<file path="src/bmdi_pkg.sv">
package bmdi_pkg;

   // System clock and derived cycle counts
   localparam int unsigned CLK_HZ         = 10_000_000;
   localparam int unsigned CYC_PER_MS     = CLK_HZ / 1000;
   localparam int unsigned DISC_HOLD_MS   = 500;
   localparam int unsigned SHUT_SOFT_MS   = 500;
   localparam int unsigned SHUT_HARD_MS   = 10_000;
   localparam int unsigned RESTORE_ACK_MS = 30_000;
   localparam int unsigned DISC_HOLD_CYC  = DISC_HOLD_MS * CYC_PER_MS;
   localparam int unsigned SHUT_SOFT_CYC  = SHUT_SOFT_MS * CYC_PER_MS;
   localparam int unsigned SHUT_HARD_CYC  = SHUT_HARD_MS * CYC_PER_MS;
   localparam int unsigned RESTORE_ACK_CYC = RESTORE_ACK_MS * CYC_PER_MS;

   // Synchroniser settle time before boot switches are decoded
   localparam logic [1:0]  SETTLE_CYC     = 2'h3;

   // Positions of the discrete inputs on the synchroniser bus
   localparam int unsigned IN_COUNT       = 6;
   localparam int unsigned IN_DISC        = 0;
   localparam int unsigned IN_UVLO        = 1;
   localparam int unsigned IN_NETRST      = 2;
   localparam int unsigned IN_FACT        = 3;
   localparam int unsigned IN_SHUT        = 4;
   localparam int unsigned IN_EN          = 5;

   // Configuration encodings and reset values
   localparam logic        MODE_SOFT      = 1'b0;
   localparam logic        MODE_FAST      = 1'b1;
   localparam logic        BIT_RESET      = 1'b0;
   localparam logic [31:0] CNT_RESET      = 32'h0;

   typedef enum logic [2:0]
   {
      PWR_ON  = 3'h1,
      PWR_SEQ = 3'h2,
      PWR_OFF = 3'h4
   } bmdi_pwr_t;

   typedef enum logic [3:0]
   {
      RS_SETTLE = 4'h1,
      RS_WAIT   = 4'h2,
      RS_RUN    = 4'h4,
      RS_IDLE   = 4'h8
   } bmdi_rst_t;

endpackage

</file>
<file path="src/bmdi_sync_if.sv">
`timescale 1ns/1ps
interface bmdi_sync_if
   import bmdi_pkg::*;
#(
   parameter int unsigned N = IN_COUNT
)
();
   logic [N-1:0] raw;
   logic [N-1:0] level;

   modport sync_side
   (
      input  raw,
      output level
   );

   modport user
   (
      output raw,
      input  level
   );
endinterface

</file>
<file path="src/bmdi_ctrl.sv">
`timescale 1ns/1ps
module bmdi_ctrl
   import bmdi_pkg::*;
#(
   parameter int unsigned DISC_HOLD_CYCLES   = DISC_HOLD_CYC,
   parameter int unsigned SHUT_SOFT_CYCLES   = SHUT_SOFT_CYC,
   parameter int unsigned SHUT_HARD_CYCLES   = SHUT_HARD_CYC,
   parameter int unsigned RESTORE_ACK_CYCLES = RESTORE_ACK_CYC
)
(
   input  wire logic clk,
   input  wire logic rst_n,
   input  wire logic disconnect_in,
   input  wire logic uvlo_switch_in,
   input  wire logic net_reset_switch_in,
   input  wire logic factory_restore_switch_in,
   input  wire logic shutdown_in,
   input  wire logic enable_in,
   input  wire logic disconnect_handling_select,
   input  wire logic disconnect_polarity,
   input  wire logic fw_contactor_request,
   input  wire logic fw_stack_release_done,
   input  wire logic fw_restore_done,
   input  wire logic uvlo_event,
   output logic      contactor_drive_en,
   output logic      stack_release_request,
   output logic      shutdown_release_request,
   output logic      power_hold,
   output logic      disconnect_state,
   output logic      uvlo_enable_state,
   output logic      net_reset_state,
   output logic      factory_restore_state,
   output logic      shutdown_state,
   output logic      enable_state,
   output logic      restore_indicate,
   output logic      restore_factory_sel,
   output logic      net_reset_start,
   output logic      factory_restore_start,
   output logic      reboot_request
);
   bmdi_sync_if #(.N(IN_COUNT)) sync_bus ();

   logic        disc_lvl;
   logic        uvlo_lvl;
   logic        netrst_lvl;
   logic        fact_lvl;
   logic        shut_lvl;
   logic        en_lvl;
   logic        disc_act;
   logic        fast_cut;
   logic        off_allow;
   logic [31:0] disc_cnt_reg;
   logic [31:0] shut_cnt_reg;
   logic [31:0] boot_cnt_reg;
   logic [1:0]  settle_reg;
   bmdi_pwr_t   pwr_reg;
   bmdi_rst_t   rs_reg;
   logic        contactor_reg;
   logic        stack_req_reg;
   logic        shut_req_reg;
   logic        fact_sel_reg;
   logic        net_start_reg;
   logic        fact_start_reg;
   logic        reboot_reg;
   logic        disc_stat_reg;
   logic        uvlo_stat_reg;
   logic        netrst_stat_reg;
   logic        fact_stat_reg;
   logic        shut_stat_reg;
   logic        en_stat_reg;

   assign sync_bus.raw[IN_DISC]   = disconnect_in;
   assign sync_bus.raw[IN_UVLO]   = uvlo_switch_in;
   assign sync_bus.raw[IN_NETRST] = net_reset_switch_in;
   assign sync_bus.raw[IN_FACT]   = factory_restore_switch_in;
   assign sync_bus.raw[IN_SHUT]   = shutdown_in;
   assign sync_bus.raw[IN_EN]     = enable_in;

   bmdi_sync #(.N(IN_COUNT)) u_sync
   (
      .clk   (clk),
      .rst_n (rst_n),
      .sif   (sync_bus.sync_side)
   );

   assign disc_lvl   = sync_bus.level[IN_DISC];
   assign uvlo_lvl   = sync_bus.level[IN_UVLO];
   assign netrst_lvl = sync_bus.level[IN_NETRST];
   assign fact_lvl   = sync_bus.level[IN_FACT];
   assign shut_lvl   = sync_bus.level[IN_SHUT];
   assign en_lvl     = sync_bus.level[IN_EN];

   // Sync flops reset low, which reads as active for polarity 0
   assign disc_act  = ~(disc_lvl ^ disconnect_polarity)
                      && (rs_reg != RS_SETTLE);
   assign fast_cut  = (disconnect_handling_select == MODE_FAST)
                      && disc_act;
   // Lockout switch OFF or enable held keeps the rail up
   assign off_allow = uvlo_lvl && !en_lvl;

   // Disconnect assertion time, saturating
   always_ff @(posedge clk)
   begin
      if (!rst_n)
         disc_cnt_reg <= CNT_RESET;
      else if (!disc_act)
         disc_cnt_reg <= CNT_RESET;
      else if (disc_cnt_reg < DISC_HOLD_CYCLES)
         disc_cnt_reg <= disc_cnt_reg + 32'h1;
   end

   // Software path only reacts to a fully held request
   always_ff @(posedge clk)
   begin
      if (!rst_n)
         stack_req_reg <= BIT_RESET;
      else
         stack_req_reg <= (disconnect_handling_select == MODE_SOFT)
                          && disc_act
                          && (disc_cnt_reg == DISC_HOLD_CYCLES - 1);
   end

   // Fast mode cuts every contactor in one edge; this costs contact wear
   always_ff @(posedge clk)
   begin
      if (!rst_n)
         contactor_reg <= BIT_RESET;
      else
         contactor_reg <= fw_contactor_request && !fast_cut
                          && (pwr_reg != PWR_OFF);
   end

   // Shutdown assertion time, cleared on any gap
   always_ff @(posedge clk)
   begin
      if (!rst_n)
         shut_cnt_reg <= CNT_RESET;
      else if (!shut_lvl)
         shut_cnt_reg <= CNT_RESET;
      else if (shut_cnt_reg < SHUT_HARD_CYCLES)
         shut_cnt_reg <= shut_cnt_reg + 32'h1;
   end

   // Power rail state
   always_ff @(posedge clk)
   begin
      if (!rst_n)
      begin
         pwr_reg      <= PWR_ON;
         shut_req_reg <= BIT_RESET;
      end
      else
      begin
         shut_req_reg <= BIT_RESET;
         case (pwr_reg)
            PWR_ON:
            begin
               if (off_allow && uvlo_event)
                  pwr_reg <= PWR_OFF;
               else if (off_allow && shut_cnt_reg >= SHUT_HARD_CYCLES - 1)
                  pwr_reg <= PWR_OFF;
               else if (off_allow && shut_cnt_reg >= SHUT_SOFT_CYCLES - 1)
               begin
                  pwr_reg      <= PWR_SEQ;
                  shut_req_reg <= 1'b1;
               end
            end
            PWR_SEQ:
            begin
               // Enable or a disabled lockout switch aborts the power-off
               if (!off_allow)
                  pwr_reg <= PWR_ON;
               else if (fw_stack_release_done || uvlo_event)
                  pwr_reg <= PWR_OFF;
               else if (shut_cnt_reg >= SHUT_HARD_CYCLES - 1)
                  pwr_reg <= PWR_OFF;
            end
            PWR_OFF:
            begin
               if (en_lvl)
                  pwr_reg <= PWR_ON;
            end
            default:
               pwr_reg <= PWR_ON;
         endcase
      end
   end

   // Time since boot, for the restore acknowledge window
   always_ff @(posedge clk)
   begin
      if (!rst_n)
         boot_cnt_reg <= CNT_RESET;
      else if (boot_cnt_reg < RESTORE_ACK_CYCLES)
         boot_cnt_reg <= boot_cnt_reg + 32'h1;
   end

   // Restore request handling; switches are sampled once after boot
   always_ff @(posedge clk)
   begin
      if (!rst_n)
      begin
         rs_reg         <= RS_SETTLE;
         settle_reg     <= 2'h0;
         fact_sel_reg   <= BIT_RESET;
         net_start_reg  <= BIT_RESET;
         fact_start_reg <= BIT_RESET;
         reboot_reg     <= BIT_RESET;
      end
      else
      begin
         net_start_reg  <= BIT_RESET;
         fact_start_reg <= BIT_RESET;
         reboot_reg     <= BIT_RESET;
         case (rs_reg)
            RS_SETTLE:
            begin
               settle_reg <= settle_reg + 2'h1;
               // Switches were set while unpowered
               if (settle_reg == SETTLE_CYC)
               begin
                  if (fact_lvl)
                  begin
                     rs_reg       <= RS_WAIT;
                     fact_sel_reg <= 1'b1;
                  end
                  else if (netrst_lvl)
                  begin
                     rs_reg       <= RS_WAIT;
                     fact_sel_reg <= 1'b0;
                  end
                  else
                     rs_reg <= RS_IDLE;
               end
            end
            RS_WAIT:
            begin
               // Acknowledge wins over timeout in the same cycle
               if (!fact_lvl && !netrst_lvl)
               begin
                  rs_reg         <= RS_RUN;
                  fact_start_reg <= fact_sel_reg;
                  net_start_reg  <= !fact_sel_reg;
               end
               else if (boot_cnt_reg >= RESTORE_ACK_CYCLES - 1)
                  rs_reg <= RS_IDLE;
            end
            RS_RUN:
            begin
               if (fw_restore_done)
               begin
                  rs_reg     <= RS_IDLE;
                  reboot_reg <= fact_sel_reg;
               end
            end
            RS_IDLE:
               rs_reg <= RS_IDLE;
            default:
               rs_reg <= RS_IDLE;
         endcase
      end
   end

   // Status bits
   always_ff @(posedge clk)
   begin
      if (!rst_n)
      begin
         disc_stat_reg   <= BIT_RESET;
         uvlo_stat_reg   <= BIT_RESET;
         netrst_stat_reg <= BIT_RESET;
         fact_stat_reg   <= BIT_RESET;
         shut_stat_reg   <= BIT_RESET;
         en_stat_reg     <= BIT_RESET;
      end
      else
      begin
         disc_stat_reg   <= disc_lvl;
         uvlo_stat_reg   <= uvlo_lvl;
         netrst_stat_reg <= netrst_lvl;
         fact_stat_reg   <= fact_lvl;
         shut_stat_reg   <= shut_lvl && (pwr_reg != PWR_OFF);
         en_stat_reg     <= en_lvl;
      end
   end

   assign contactor_drive_en       = contactor_reg;
   assign stack_release_request    = stack_req_reg;
   assign shutdown_release_request = shut_req_reg;
   assign power_hold               = (pwr_reg != PWR_OFF);
   assign disconnect_state         = disc_stat_reg;
   assign uvlo_enable_state        = uvlo_stat_reg;
   assign net_reset_state          = netrst_stat_reg;
   assign factory_restore_state    = fact_stat_reg;
   assign shutdown_state           = shut_stat_reg;
   assign enable_state             = en_stat_reg;
   assign restore_indicate         = (rs_reg == RS_WAIT)
                                     || (rs_reg == RS_RUN);
   assign restore_factory_sel      = fact_sel_reg;
   assign net_reset_start          = net_start_reg;
   assign factory_restore_start    = fact_start_reg;
   assign reboot_request           = reboot_reg;
endmodule

</file>
<file path="src/bmdi_sync.sv">
`timescale 1ns/1ps
module bmdi_sync
   import bmdi_pkg::*;
#(
   parameter int unsigned N = IN_COUNT
)
(
   input  wire logic      clk,
   input  wire logic      rst_n,
   bmdi_sync_if.sync_side sif
);
   logic [N-1:0] meta_reg;
   logic [N-1:0] level_reg;

   // Two flops per pin; only the second stage is used downstream
   genvar i;
   generate
      for (i = 0; i < N; i++)
      begin : g_bit
         always_ff @(posedge clk)
         begin
            if (!rst_n)
            begin
               meta_reg[i]  <= BIT_RESET;
               level_reg[i] <= BIT_RESET;
            end
            else
            begin
               meta_reg[i]  <= sif.raw[i];
               level_reg[i] <= meta_reg[i];
            end
         end
      end
   endgenerate

   assign sif.level = level_reg;
endmodule

</file>
<file path="config.mk">
export PLATFORM = sky130hd
export DESIGN_NAME = bmdi_ctrl
export DESIGN_NICKNAME = d
export VERILOG_FILES = /design/src/bmdi_pkg.sv /design/src/bmdi_sync_if.sv /design/src/bmdi_ctrl.sv /design/src/bmdi_sync.sv
export SDC_FILE = /design/constraint.sdc
export NUM_CORES = 1
export LEC_CHECK = 0
export BUFFER_PORTS_ARGS = -buffer_cell sky130_fd_sc_hd__buf_4
export CORE_MARGIN = 4
export CORE_UTILIZATION = 40
export CTS_BUF_LIST = sky130_fd_sc_hd__clkbuf_4
export CTS_CLUSTER_DIAMETER = 60
export DETAILED_ROUTE_END_ITERATION = 10
export SETUP_SLACK_MARGIN = 0.4
export SYNTH_ARGS = -nofsm -noshare
export SYNTH_HDL_FRONTEND = slang
export SYNTH_SLANG_ARGS = --single-unit
</file>
<file path="constraint.sdc">
create_clock -name clk -period 5.8 [get_ports clk]
set_input_delay 0 -clock clk [delete_from_list [all_inputs] [get_ports clk]]
set_output_delay 0 -clock clk [all_outputs]
set_load 0.05 [all_outputs]
</file>
## Yosys cells after proc, flatten, opt, wreduce, memory -nomap -nowiden

Cells that the tools add are included.

| word-level totals | value |
|---|---|
| word-level logic and storage cells | 108 |
| flip-flop bits (word level) | 130 |
| input bits | 14 |
| output and inout port bits | 15 |

| operators by class | value |
|---|---|
| mux-type cells | 18 |
| magnitude comparators | 6 |
| equality and inequality tests | 16 |
| $add $sub $neg | 4 |
| bitwise operators | 5 |
| reduce and logical (&&, ||, !) cells | 28 |

Operators with widths:

| kind | number |
|---|---|
| $add 32x1->32 const B | 3 |
| $eq 32x23->1 const B | 1 |
| $ge 32x23->1 const B | 1 |
| $ge 32x27->1 const B | 1 |
| $ge 32x29->1 const B | 1 |
| $lt 32x23->1 const B | 1 |
| $lt 32x27->1 const B | 1 |
| $lt 32x29->1 const B | 1 |
| $mux 4 | 6 |
| $mux 3 | 7 |
| $reduce_and 3->1 | 5 |
| $logic_and 1x1->1 | 12 |
| $pmux 4 s3 | 1 |
| $pmux 3 s3 | 1 |
| $ne 4x4->1 const B | 2 |
| $ne 3x3->1 const B | 2 |
| $logic_not 1->1 | 5 |
| $eq 4x1->1 const B | 1 |
| $eq 4x2->1 const B | 1 |
| $eq 4x3->1 const B | 1 |
| $ne 2x2->1 const B | 2 |
| $ne 4x1->1 const B | 1 |
| $not 1->1 | 4 |
| $reduce_and 2->1 | 2 |
| 11 further kinds | 14 |

## Depth between registers and ports, before layout

Gate-level depths: netlist of the first run.

| logic depth | value |
|---|---|
| word-level depth | 7 |
| depth in mapped cells | 9 |
| mapped depth without buffers | 8 |

## By module

Synthesis of the first run repeated with hierarchy kept, for this count alone.

| second synthesis, totals | value |
|---|---|
| cells, all modules | 660 |
| area, all modules | 5686.7 µm² |

Modules (own cells, without submodules):

| module | cells an instance | area each (µm²) | seq. area each (µm²) | instances |
|---|---|---|---|---|
| bmdi_ctrl | 635 | 5350.1 | 2362.3 | 1 |
| bmdi_sync | 25 | 336.6 | 240.2 | 1 |

## Least setup slack after synthesis of the first run

Ideal clock, no wire load.

| path | value |
|---|---|
| path type | flip-flop to flip-flop |
| start point | register boot_cnt_reg[9] |
| end point | register boot_cnt_reg[15] |
| arrival | 2038 ps |
| setup slack | 3647 ps |
| path buffers | 1 |
| library setup time | 115 ps |
| period minus slack after synthesis | 2153 ps |
| required time | 5685 ps |
| cell stages (with the launch flop) | 9 |
| cell sequence | dfxtp_1 -> a2111o_1 -> a21oi_1 -> and4b_1 -> buf_2 -> nor4b_4 -> nand4_1 -> xnor2_1 -> and2_1 |

| on the way | value |
|---|---|
| longest elaborated chain between the ends | 1 |
| elaborated cells on any way between the ends | 2 |
| classes of those cells | add/sub: 1; order compare: 1 |

RTL lines:

| element | line | text |
|---|---|---|
| from (decl) | bmdi_ctrl.sv:54 | `logic [31:0] boot_cnt_reg;` |
| from (signal assigned) | bmdi_ctrl.sv:195 | `boot_cnt_reg <= boot_cnt_reg + 32'h1;` |
| $add 32x1->32 or $lt 32x29->1 (tied branches) | bmdi_ctrl.sv:195, bmdi_ctrl.sv:194 |  |

Several ways; a longest one is shown, not always the timed one.
A chain may end at the register's enable or synchronous reset.

## Worst setup path after layout of the first run

| path | value |
|---|---|
| start point | register shut_cnt_reg[28] |
| end point | register shut_cnt_reg[21] |

| on the way | value |
|---|---|
| longest elaborated chain between the ends | 1 |

RTL lines:

| element | line | text |
|---|---|---|
| from (decl) | bmdi_ctrl.sv:53 | `logic [31:0] shut_cnt_reg;` |
| from (signal assigned) | bmdi_ctrl.sv:141 | `shut_cnt_reg <= shut_cnt_reg + 32'h1;` |
| $lt 32x27->1 | bmdi_ctrl.sv:140 | `else if (shut_cnt_reg < SHUT_HARD_CYCLES)` |

Every way passes these cells.

==> impl_metrics.json, run 1 <==
{
  "final.fill_count": 1334,
  "fmax_mhz": 393,
  "core_region_area_sq_mm": 0.0139,
  "synth-seq-area-share": 0.461,
  "p_per_area_mw_per_mm2": 262,
  "drive_gt1_frac": 0.110,
  "initial_core_util": 0.407,
  "clk_pin_slew_worst_paths_ns": 0.12,
  "grt_max_degree": 78,
  "dieWidth_microns": 127,
  "end_kind": "flip-flop",
  "tns_ns": 0,
  "synth_area_per_cell_sq_um": 9.16,
  "root_buffer": "clkbuf_4",
  "grt_usage": 0.142,
  "post_synth_num_cell_types": 60,
  "post_cts_resized": 0,
  "finalHoldViolCount": 0,
  "finalCoreUtilization": 0.463,
  "top_usage_layer": "met2",
  "leakagePower_nw": 2.39,
  "hp-class": "in2reg",
  "dp_hpwl_microns": 7210,
  "setup_viol": 0,
  "cts_made_buffers": 17,
  "firstDrtPassIters": 7,
  "syn_to_final_growth_pct": 13.8,
  "ys_ff_latch": 130,
  "netlist_top_cells_area": "dfxtp_1, xnor2_1, and2_1, nor2_1, and3_1",
  "period_needed_ns": 2.55,
  "syn-num-nets": 635,
  "nets": 677,
  "worstPathMaxFanout": 13,
  "cp.arrival_ns": 2.93,
  "crit_type": "reg2reg",
  "drt_iter0_markers": 281,
  "synth_cells": 617,
  "slew_headroom": 0.400,
  "skew_ns": 0.0163,
  "synth_top_flop_cell": "dfxtp_1",
  "viasPerCell": 5.08,
  "met3_usage": 0.0349,
  "die_y_microns": 127,
  "worst_ep_required_time_ns": 6.19,
  "grtUsageMet1": 0.181,
  "ir_worst_vdd_mv": 0.157,
  "worstMarginPinSlew_ns": 0.898,
  "status": "finished clean",
  "h-tree-depth": 4,
  "synth_top_area_share": 0.461,
  "multi_input_area_sq_mm": 0.00291,
  "ys_warn_count": 0,
  "clock_sinks": 130,
  "synth_edf_count": 0,
  "grt_use_met2": 0.231,
  "vias": 4326,
  "cts_tree": "done",
  "antenna_left": 0,
  "crit_path_start_kind": "flip-flop",
  "period_share": 0.439,
  "synth_area_sq_mm": 0.00565,
  "synthArstFlopShare": 0,
  "ff_latch_area_sq_mm": 0.00260,
  "yosysTopAreaCell": "dfxtp_1",
  "place.port_buffers": 28,
  "wl_per_cell_microns": 12.8,
  "rows": 43,
  "grt_pass1_vias": 4216,
  "grt_first_pass_wirelength_microns": 19100,
  "drc": 0,
  "die_area_sq_mm": 0.0161,
  "routed_wl_microns": 10900,
  "diodes": 0,
  "antenna_found_initial": 0,
  "finalMaxSlewViolations": 0,
  "cts.path.max_buffers": 2,
  "io_pins": 29,
  "rsz0062_at_grt": "false",
  "grt_overflow": 0,
  "gp_congestion": 0.754,
  "maxCapViolations": 0,
  "clock_latency_ns": 0.53
}
## logic make-up (layout without fill, tap and decap cells)
| family | count (synthesis) | after routing | synth area share |
|---|---|---|---|
| adder cells (fa/ha/maj) | 4 | 4 | 0.00886 |
| AND/OR/NAND/NOR | 324 | 324 | 0.331 |
| buffers and inverters | 33 | 88 | 0.0237 |
| XOR/XNOR | 64 | 64 | 0.0992 |
| multiplexers | 3 | 3 | 0.00531 |
| flip-flops | 130 | 130 | 0.461 |
| AO/OA/AOI/OAI | 59 | 59 | 0.0715 |
## metrics by stage
step           instance area [sq um]  instances  total power [W]  setup slack [ns]  hold WS, ns
2_1_floorplan                   5650        617          0.00106              3.65       0.0929
3_3_place_gp                    6000        805          0.00109              3.33        0.198
3_5_place_dp                    6000        805          0.00110              3.24        0.201
4_1_cts                         6430        852          0.00171              3.23       0.0115
5_1_grt                         6430        852          0.00177              3.04       0.0765
6_report                        6430        852          0.00168              3.25       0.0650
## placed cells by master, fill, tap and decap left out, types with 16 or more instances in the layout
cell type and count:
dfxtp_1 130, nor2_1 66, and2_1 52, xnor2_1 42, nand2_1 38, nand3_1 35, and3_1 31, buf_4 28
xor2_1 22, clkbuf_4 18, nor2b_1 16
## synth_stat cells, types with 3 or more instances
master / count
o21ai_0: 12
ha_1: 4
o21a_1: 3
and2_1: 52
nand4b_1: 4
nor4_2: 3
nor4_4: 3
nor2b_1: 16
nor3_1: 12
nor4_1: 10
or3_1: 13
o21ai_1: 4
a211o_1: 3
inv_1: 13
a21oi_1: 15
nand3_1: 35
xnor2_1: 42
a31oi_1: 4
and4_1: 6
nand4_1: 13
nand2b_1: 3
nor3_2: 3
mux2i_1: 3
nand2_1: 38
dfxtp_1: 130
xor2_1: 22
nor2_1: 66
and3_1: 31
clkbuf_1: 17
## worst max-delay path, cell delays in order, from the launching register on
cell,delay (ns)
dfxtp_1,0.32
or4_1,0.54
a211o_1,0.28
a31oi_4,0.21
nand4_2,0.43
nor4_1,0.43
xnor2_1,0.16
nor2_1,0.05
## path summary, 6_finish.rpt
kind                                            end  slack [ns]  cells after the start                 from
worst max-delay path               shut_cnt_reg[21]        3.25                      7     shut_cnt_reg[28]
worst min register to register  u_sync.sif.level[2]        0.45                      1   u_sync.meta_reg[2]
worst max register to register     shut_cnt_reg[21]        3.25                      7     shut_cnt_reg[28]
worst min-delay path               disc_cnt_reg[28]        0.06                      4  disconnect_polarity
## power breakdown
group | switching [W] | internal [W] | leakage, nW | total [W]
clock | 0.000338 | 0.000257 | 0.135 | 0.000595
sequential | 0.0000196 | 0.000918 | 1.05 | 0.000938
combinational | 0.0000873 | 0.0000628 | 1.20 | 0.000150
## layout make-up
| type | instances | share of cell area |
|---|---|---|
| clock inverters | 14 | 0.0220 |
| flip-flops and latches | 130 | 0.405 |
| repair buffers | 43 | 0.0561 |
| multi-input cells | 454 | 0.453 |
| well taps | 180 | 0.0350 |
| inverters | 13 | 0.00759 |
| clock buffers | 18 | 0.0210 |
## repair_timing
item / in CTS / in global routing
setup buffers: 0 / 0
endpoints found under the hold margin: 46 / 0
hold buffers: 15 / 0
## routing by layer
metal  part of all wire  up-vias
met5                  0        -
met4              0.012        0
met3              0.027       12
met2               0.47       61
met1               0.49     2025
li1                   -     2228
Power figures use the tool's default switching activity.
==> run 2: changes to the inputs <==
==> constraint.sdc (replaced) <==
create_clock -name clk -period 2.1 [get_ports clk]
set_input_delay 0 -clock clk [delete_from_list [all_inputs] [get_ports clk]]
set_output_delay 0 -clock clk [all_outputs]
set_load 0.05 [all_outputs]
==> run 2 against run 1 <==
- the run now ends with negative setup slack left
- global-route usage increased by 1.6 points
- final cell count increased by 8.0%
- total power increased to 2.7 times the previous value
- critical endpoint is now shut_cnt_reg[11]
- core utilization increased by 9.0 points
- routed wire length increased by 15%
- critical path depth unchanged
==> impl_metrics.json, run 2 (synthesis results as in run 1) <==
{
  "grt_overflow": 0,
  "initial_core_util": 0.407,
  "cts.path.max_buffers": 2,
  "die_area_sq_mm": 0.0161,
  "worstPathMaxFanout": 7,
  "viasPerCell": 5.07,
  "p_per_area_mw_per_mm2": 601,
  "core_region_area_sq_mm": 0.0139,
  "violations": "negative setup slack",
  "hp-class": "in2reg",
  "ff_latch_area_sq_mm": 0.00262,
  "syn_to_final_growth_pct": 35.9,
  "routed_wl_microns": 12500,
  "die_y_microns": 127,
  "crit_path_start_kind": "flip-flop",
  "finalMaxSlewViolations": 0,
  "dp_hpwl_microns": 8130,
  "maxCapViolations": 0,
  "reg2reg_depth": 7,
  "h-tree-depth": 4,
  "dr_wl_met3_microns": 367,
  "clock_latency_ns": 0.54,
  "grt_max_degree": 50,
  "whs_path_depth": 5,
  "io_pins": 29,
  "antenna_left": 0,
  "finalHoldViolCount": 0,
  "fin_ws_ns": -0.134,
  "root_buffer": "clkbuf_4",
  "cts_tree": "done",
  "end_kind": "flip-flop",
  "grt_pass1_vias": 4588,
  "top_layer_used": "met4",
  "diodes": 0,
  "gp_congestion": 0.800,
  "final.fill_count": 1241,
  "wl_met2_microns": 6170,
  "leakagePower_nw": 3.05,
  "grt_first_pass_wirelength_microns": 20900,
  "reg2reg_slack_ns": -0.13,
  "final_cell_mix": "dfxtp_1, buf_4, nor2_1",
  "vias": 4661,
  "place.port_buffers": 28,
  "status": "finished, violations left",
  "ir_worst_vdd_mv": 0.452,
  "period_needed_ns": 2.23,
  "crit_type": "reg2reg",
  "clock_sinks": 130,
  "antenna_found_initial": 0,
  "period_share": 1.06,
  "worst_ep_required_time_ns": 2.58,
  "firstDrtPassIters": 4,
  "rows": 43,
  "setup_viol": 27,
  "final_common_cell": "dfxtp_1",
  "cts_made_buffers": 17,
  "slew_headroom": 0.574,
  "cp.arrival_ns": 2.71,
  "clk_pin_slew_worst_paths_ns": 0.12,
  "worstMarginPinSlew_ns": 0.637,
  "multi_input_area_sq_mm": 0.00354,
  "dieWidth_microns": 127,
  "drt_iter0_markers": 160,
  "wl_per_cell_microns": 13.6,
  "met1Wirelength_microns": 5700,
  "fmax_mhz": 448,
  "grt_usage": 0.158,
  "skew_ns": 0.0118,
  "placed_cell_area_sq_mm": 0.00661,
  "post-place-ws_ns": -0.0926,
  "nets": 745,
  "design_area_sq_mm": 0.00768,
  "drive_gt1_frac": 0.330,
  "whs_ns": 0.0249,
  "drc": 0,
  "rsz0062_at_grt": "true"
}
run 2: power breakdown:
group          switching, W  internal, W
Clock              0.000944     0.000574
Combinational      0.000276     0.000232
Sequential        0.0000565      0.00254
Total               0.00128      0.00334
run 2: worst max-delay path, stage by stage, from the launching register on:
cell and delay, ns:
dfxtp_1 0.32, or4_4 0.54, a211o_1 0.28, a31oi_4 0.24, nand4_4 0.16, buf_12 0.18
or3_1 0.30, a21oi_1 0.14
run 2: metrics by stage:
stage               instances  utilization  setup TNS, ns  total power [W]
floorplan                 617            -         -0.155          0.00294
global placement          851        0.476        -0.0808          0.00308
detailed placement        851        0.476          -1.22          0.00310
CTS                       912        0.532          -1.60          0.00466
global route              920        0.553          -6.72          0.00487
finish                    920        0.553          -1.75          0.00462
run 2: cell type report:
cell class	instances	share of cell area
flip-flops and latches	130	0.342
clock buffers	17	0.0166
well taps	180	0.0293
repair buffers	111	0.130
multi-input cells	454	0.461
inverters	13	0.00635
clock inverters	15	0.0153
run 2: per-layer routing:
| metal | track usage | vias up |
|---|---|---|
| met1 | 0.194 | 2199 |
| met3 | 0.0404 | 21 |
| met4 | 0.0650 | 0 |
| met2 | 0.263 | 68 |
| met5 | 0 | - |
| li1 | - | 2373 |
run 2: timing repair:
| action | in CTS | in global routing |
|---|---|---|
| setup buffers | 13 | 7 |
| hold buffers | 16 | 0 |
| pin swaps | 40 | 43 |
| resized for setup | 67 | 45 |
| endpoints found under the setup margin | 86 | 86 |
| gates cloned | 0 | 1 |
| hold endpoints to repair | 30 | 0 |
run 2: worst paths after layout:
check / start / endpoint
worst min-delay path: disconnect_polarity / disc_cnt_reg[18]
worst max register to register: shut_cnt_reg[28] / shut_cnt_reg[11]
worst min register to register: u_sync.meta_reg[0] / u_sync.sif.level[0]
worst max-delay path: shut_cnt_reg[28] / shut_cnt_reg[11]
==> run 3: changes to the inputs <==
--- a/config.mk
+++ b/config.mk
@@ -14,4 +14,5 @@
 export SETUP_SLACK_MARGIN = 0.4
 export SYNTH_ARGS = -nofsm -noshare
 export SYNTH_HDL_FRONTEND = slang
+export SYNTH_HIERARCHICAL = 1
 export SYNTH_SLANG_ARGS = --single-unit
==> constraint.sdc (replaced) <==
create_clock -name clk -period 2.82 [get_ports clk]
set_input_delay 0 -clock clk [delete_from_list [all_inputs] [get_ports clk]]
set_output_delay 0 -clock clk [all_outputs]
set_load 0.05 [all_outputs]
==> run 3 against run 2 <==
- the flow now finishes without violations
- first-iteration DRC count increased by 120%
- synthesized area is 0.64% higher
- design area decreased by 14%
- register-to-register slack gained 0.63 ns
- count of clock-buffer cells in the layout rose by 1
- fmax decreased by 3.9%
- combinational power decreased by 32%
- critical endpoint is now boot_cnt_reg[14]
- largest cell class unchanged
- largest power group unchanged
==> impl_metrics.json, run 3 <==
{
  "hp-class": "in2reg",
  "skew_ns": 0.0159,
  "combPwrFrac": 0.093,
  "synth_top_area_share": 0.458,
  "p_per_area_mw_per_mm2": 561,
  "synth_area_per_cell_sq_um": 8.62,
  "critical_path.startpoint": "boot_cnt_reg[10]",
  "synth.most_common_cell": "dfxtp_1",
  "cts.path.max_buffers": 2,
  "routed_wl_microns": 12400,
  "drive_gt1_frac": 0.126,
  "fmax_mhz": 430,
  "finalMaxSlewViolations": 0,
  "leakagePower_nw": 2.37,
  "worstPathMaxFanout": 12,
  "gp_congestion": 0.786,
  "antenna_left": 0,
  "worstMarginPinSlew_ns": 0.899,
  "root_buffer": "clkbuf_4",
  "dp_hpwl_microns": 8790,
  "h-tree-depth": 4,
  "worst_ep_required_time_ns": 3.24,
  "final_cell_mix": "dfxtp_1, nor2_1, nand2_1",
  "hold_end": "disc_cnt_reg[27]",
  "die_area_sq_mm": 0.0162,
  "p_seq_frac": 0.522,
  "syn_to_final_growth_pct": 16.6,
  "finalCoreUtilization": 0.478,
  "stdcell_count": 903,
  "grt_max_degree": 37,
  "synth-seq-area-share": 0.458,
  "post-place-ws_ns": 0.386,
  "cts_made_buffers": 17,
  "post_synth_num_cell_types": 57,
  "clock_latency_ns": 0.52,
  "cp.arrival_ns": 2.75,
  "syn-num-nets": 678,
  "synth_area_sq_mm": 0.00569,
  "grt_pass1_vias": 4543,
  "whs_path_depth": 4,
  "crit_path_start_kind": "flip-flop",
  "place.port_buffers": 28,
  "sw_frac_of_total": 0.241,
  "dpl.cell_count": 854,
  "antenna_found_initial": 0,
  "synth_common_cells": "dfxtp_1, nor2_1, nand2_1",
  "rr_endpoint": "boot_cnt_reg[14]",
  "drc": 0,
  "vias": 4885,
  "period_share": 0.824,
  "ir_worst_vdd_mv": 0.239,
  "finalHoldViolCount": 0,
  "critPathTopFamily": "simple AND/OR/NAND/NOR gates",
  "power.internal_w": 0.00282,
  "dieWidth_microns": 127,
  "reg2reg_slack_ns": 0.50,
  "cp_num_buf_inv": 0,
  "synth_edf_count": 0,
  "slew_headroom": 0.399,
  "io_pins": 29,
  "p_switching_w": 0.000895,
  "path_cells": "a2111o_1 -> a21oi_1 -> or4_1 -> nand3_2 -> or3b_2 -> mux2i_1",
  "clk_pin_slew_worst_paths_ns": 0.11,
  "tns_ns": 0,
  "core_region_area_sq_mm": 0.0139,
  "clock_sinks": 130,
  "synth_cells": 660,
  "end_kind": "flip-flop",
  "fin_ws_ns": 0.495,
  "placed_cell_area_sq_mm": 0.00610,
  "synthArstFlopShare": 0,
  "clkPwrFrac": 0.385,
  "rows": 43,
  "status": "finished clean",
  "cpPeakStageDelay_ns": 0.54,
  "yosysTopAreaCell": "dfxtp_1",
  "die_y_microns": 127,
  "ys_ff_latch": 130,
  "viasPerCell": 5.41,
  "netlist_top_cells_area": "dfxtp_1, nor2_1, a21oi_1, nand2_1, or3_1",
  "initial_core_util": 0.410,
  "reg2reg_depth": 6,
  "grt_usage": 0.159,
  "drt_iter0_markers": 350,
  "ys_warn_count": 6,
  "synth_top_flop_cell": "dfxtp_1",
  "grt_overflow": 0,
  "r2r-start": "boot_cnt_reg[10]",
  "firstDrtPassIters": 5,
  "design_area_sq_mm": 0.00663,
  "maxCapViolations": 0,
  "min_from": "disconnect_polarity",
  "grt_first_pass_wirelength_microns": 21100,
  "rsz0062_at_grt": "false",
  "cts_tree": "done",
  "period_needed_ns": 2.32,
  "wl_per_cell_microns": 13.8,
  "nets": 728,
  "diodes": 0,
  "worst_path_max_delay_cell": "or3b_2",
  "final_common_cell": "dfxtp_1",
  "crit_type": "reg2reg",
  "setup_viol": 0
}
-- run 3: how the worst max path moves through the flow --
| stage | to | slack, ns | cells after the start |
|---|---|---|---|
| global route | disc_cnt_reg[19] | 0.38 | 6 |
| global placement | disc_cnt_reg[19] | 0.41 | 6 |
| CTS | boot_cnt_reg[14] | 0.41 | 6 |
| finish | boot_cnt_reg[14] | 0.50 | 6 |
| detailed placement | disc_cnt_reg[13] | 0.39 | 6 |
| floorplan | disc_cnt_reg[13] | 0.56 | 7 |
-- run 3: layer usage --
| layer | vias up | GRT usage | part of all wire |
|---|---|---|---|
| met4 | 0 | 0.0599 | 0.015 |
| met1 | 2293 | 0.210 | 0.48 |
| met5 | - | 0 | 0 |
| met3 | 15 | 0.0447 | 0.046 |
| met2 | 99 | 0.246 | 0.46 |
| li1 | 2478 | - | - |
-- run 3: power by group through the flow --
stage	logic, W	clock network, W	registers (W)
6_report	0.000347	0.00143	0.00194
3_5_place_dp	0.000335	0	0.00198
3_3_place_gp	0.000330	0	0.00198
4_1_cts	0.000352	0.00148	0.00194
2_1_floorplan	0.000217	0	0.00199
5_1_grt	0.000395	0.00156	0.00195
-- run 3: kinds of logic (layout without fill, tap and decap cells) --
logic type,after synthesis,in the layout,synth area share
muxes,10,10,0.0176
adders and majority gates,4,4,0.00880
and+or+nand+nor,340,340,0.328
xor gates and xnor gates,34,34,0.0524
DFF,130,130,0.458
AOI/OAI and AO/OA,105,105,0.109
buffers and inverters,37,100,0.0260
-- run 3: layout make-up --
cell class,count,area [sq um]
Fill cell,1331,7250
Multi-Input combinational cell,493,2970
Sequential cell,130,2600
Timing Repair Buffer,55,453
Tap cell,180,225
Clock inverter,14,193
Clock buffer,18,135
Inverter,13,48.8
-- run 3: worst register-to-register path: stages (launching register included) --
cell and delay, ns:
dfxtp_1 0.38, a2111o_1 0.40, a21oi_1 0.33, or4_1 0.23, nand3_2 0.23, or3b_2 0.54, mux2i_1 0.13
-- run 3: stage by stage --
step	hold WS, ns	power [W]
4_1_cts	0.0579	0.00377
3_5_place_dp	0.205	0.00232
3_3_place_gp	0.191	0.00231
6_report	0.0998	0.00372
5_1_grt	0.0991	0.00391
2_1_floorplan	0.0878	0.00221
-- run 3: timing repair --
item	4_1_cts	5_1_grt
resized for setup	1	7
hold endpoints to repair	39	0
hold buffers	16	0
setup endpoints to repair	5	25
setup buffers	0	1
pin swaps	0	0
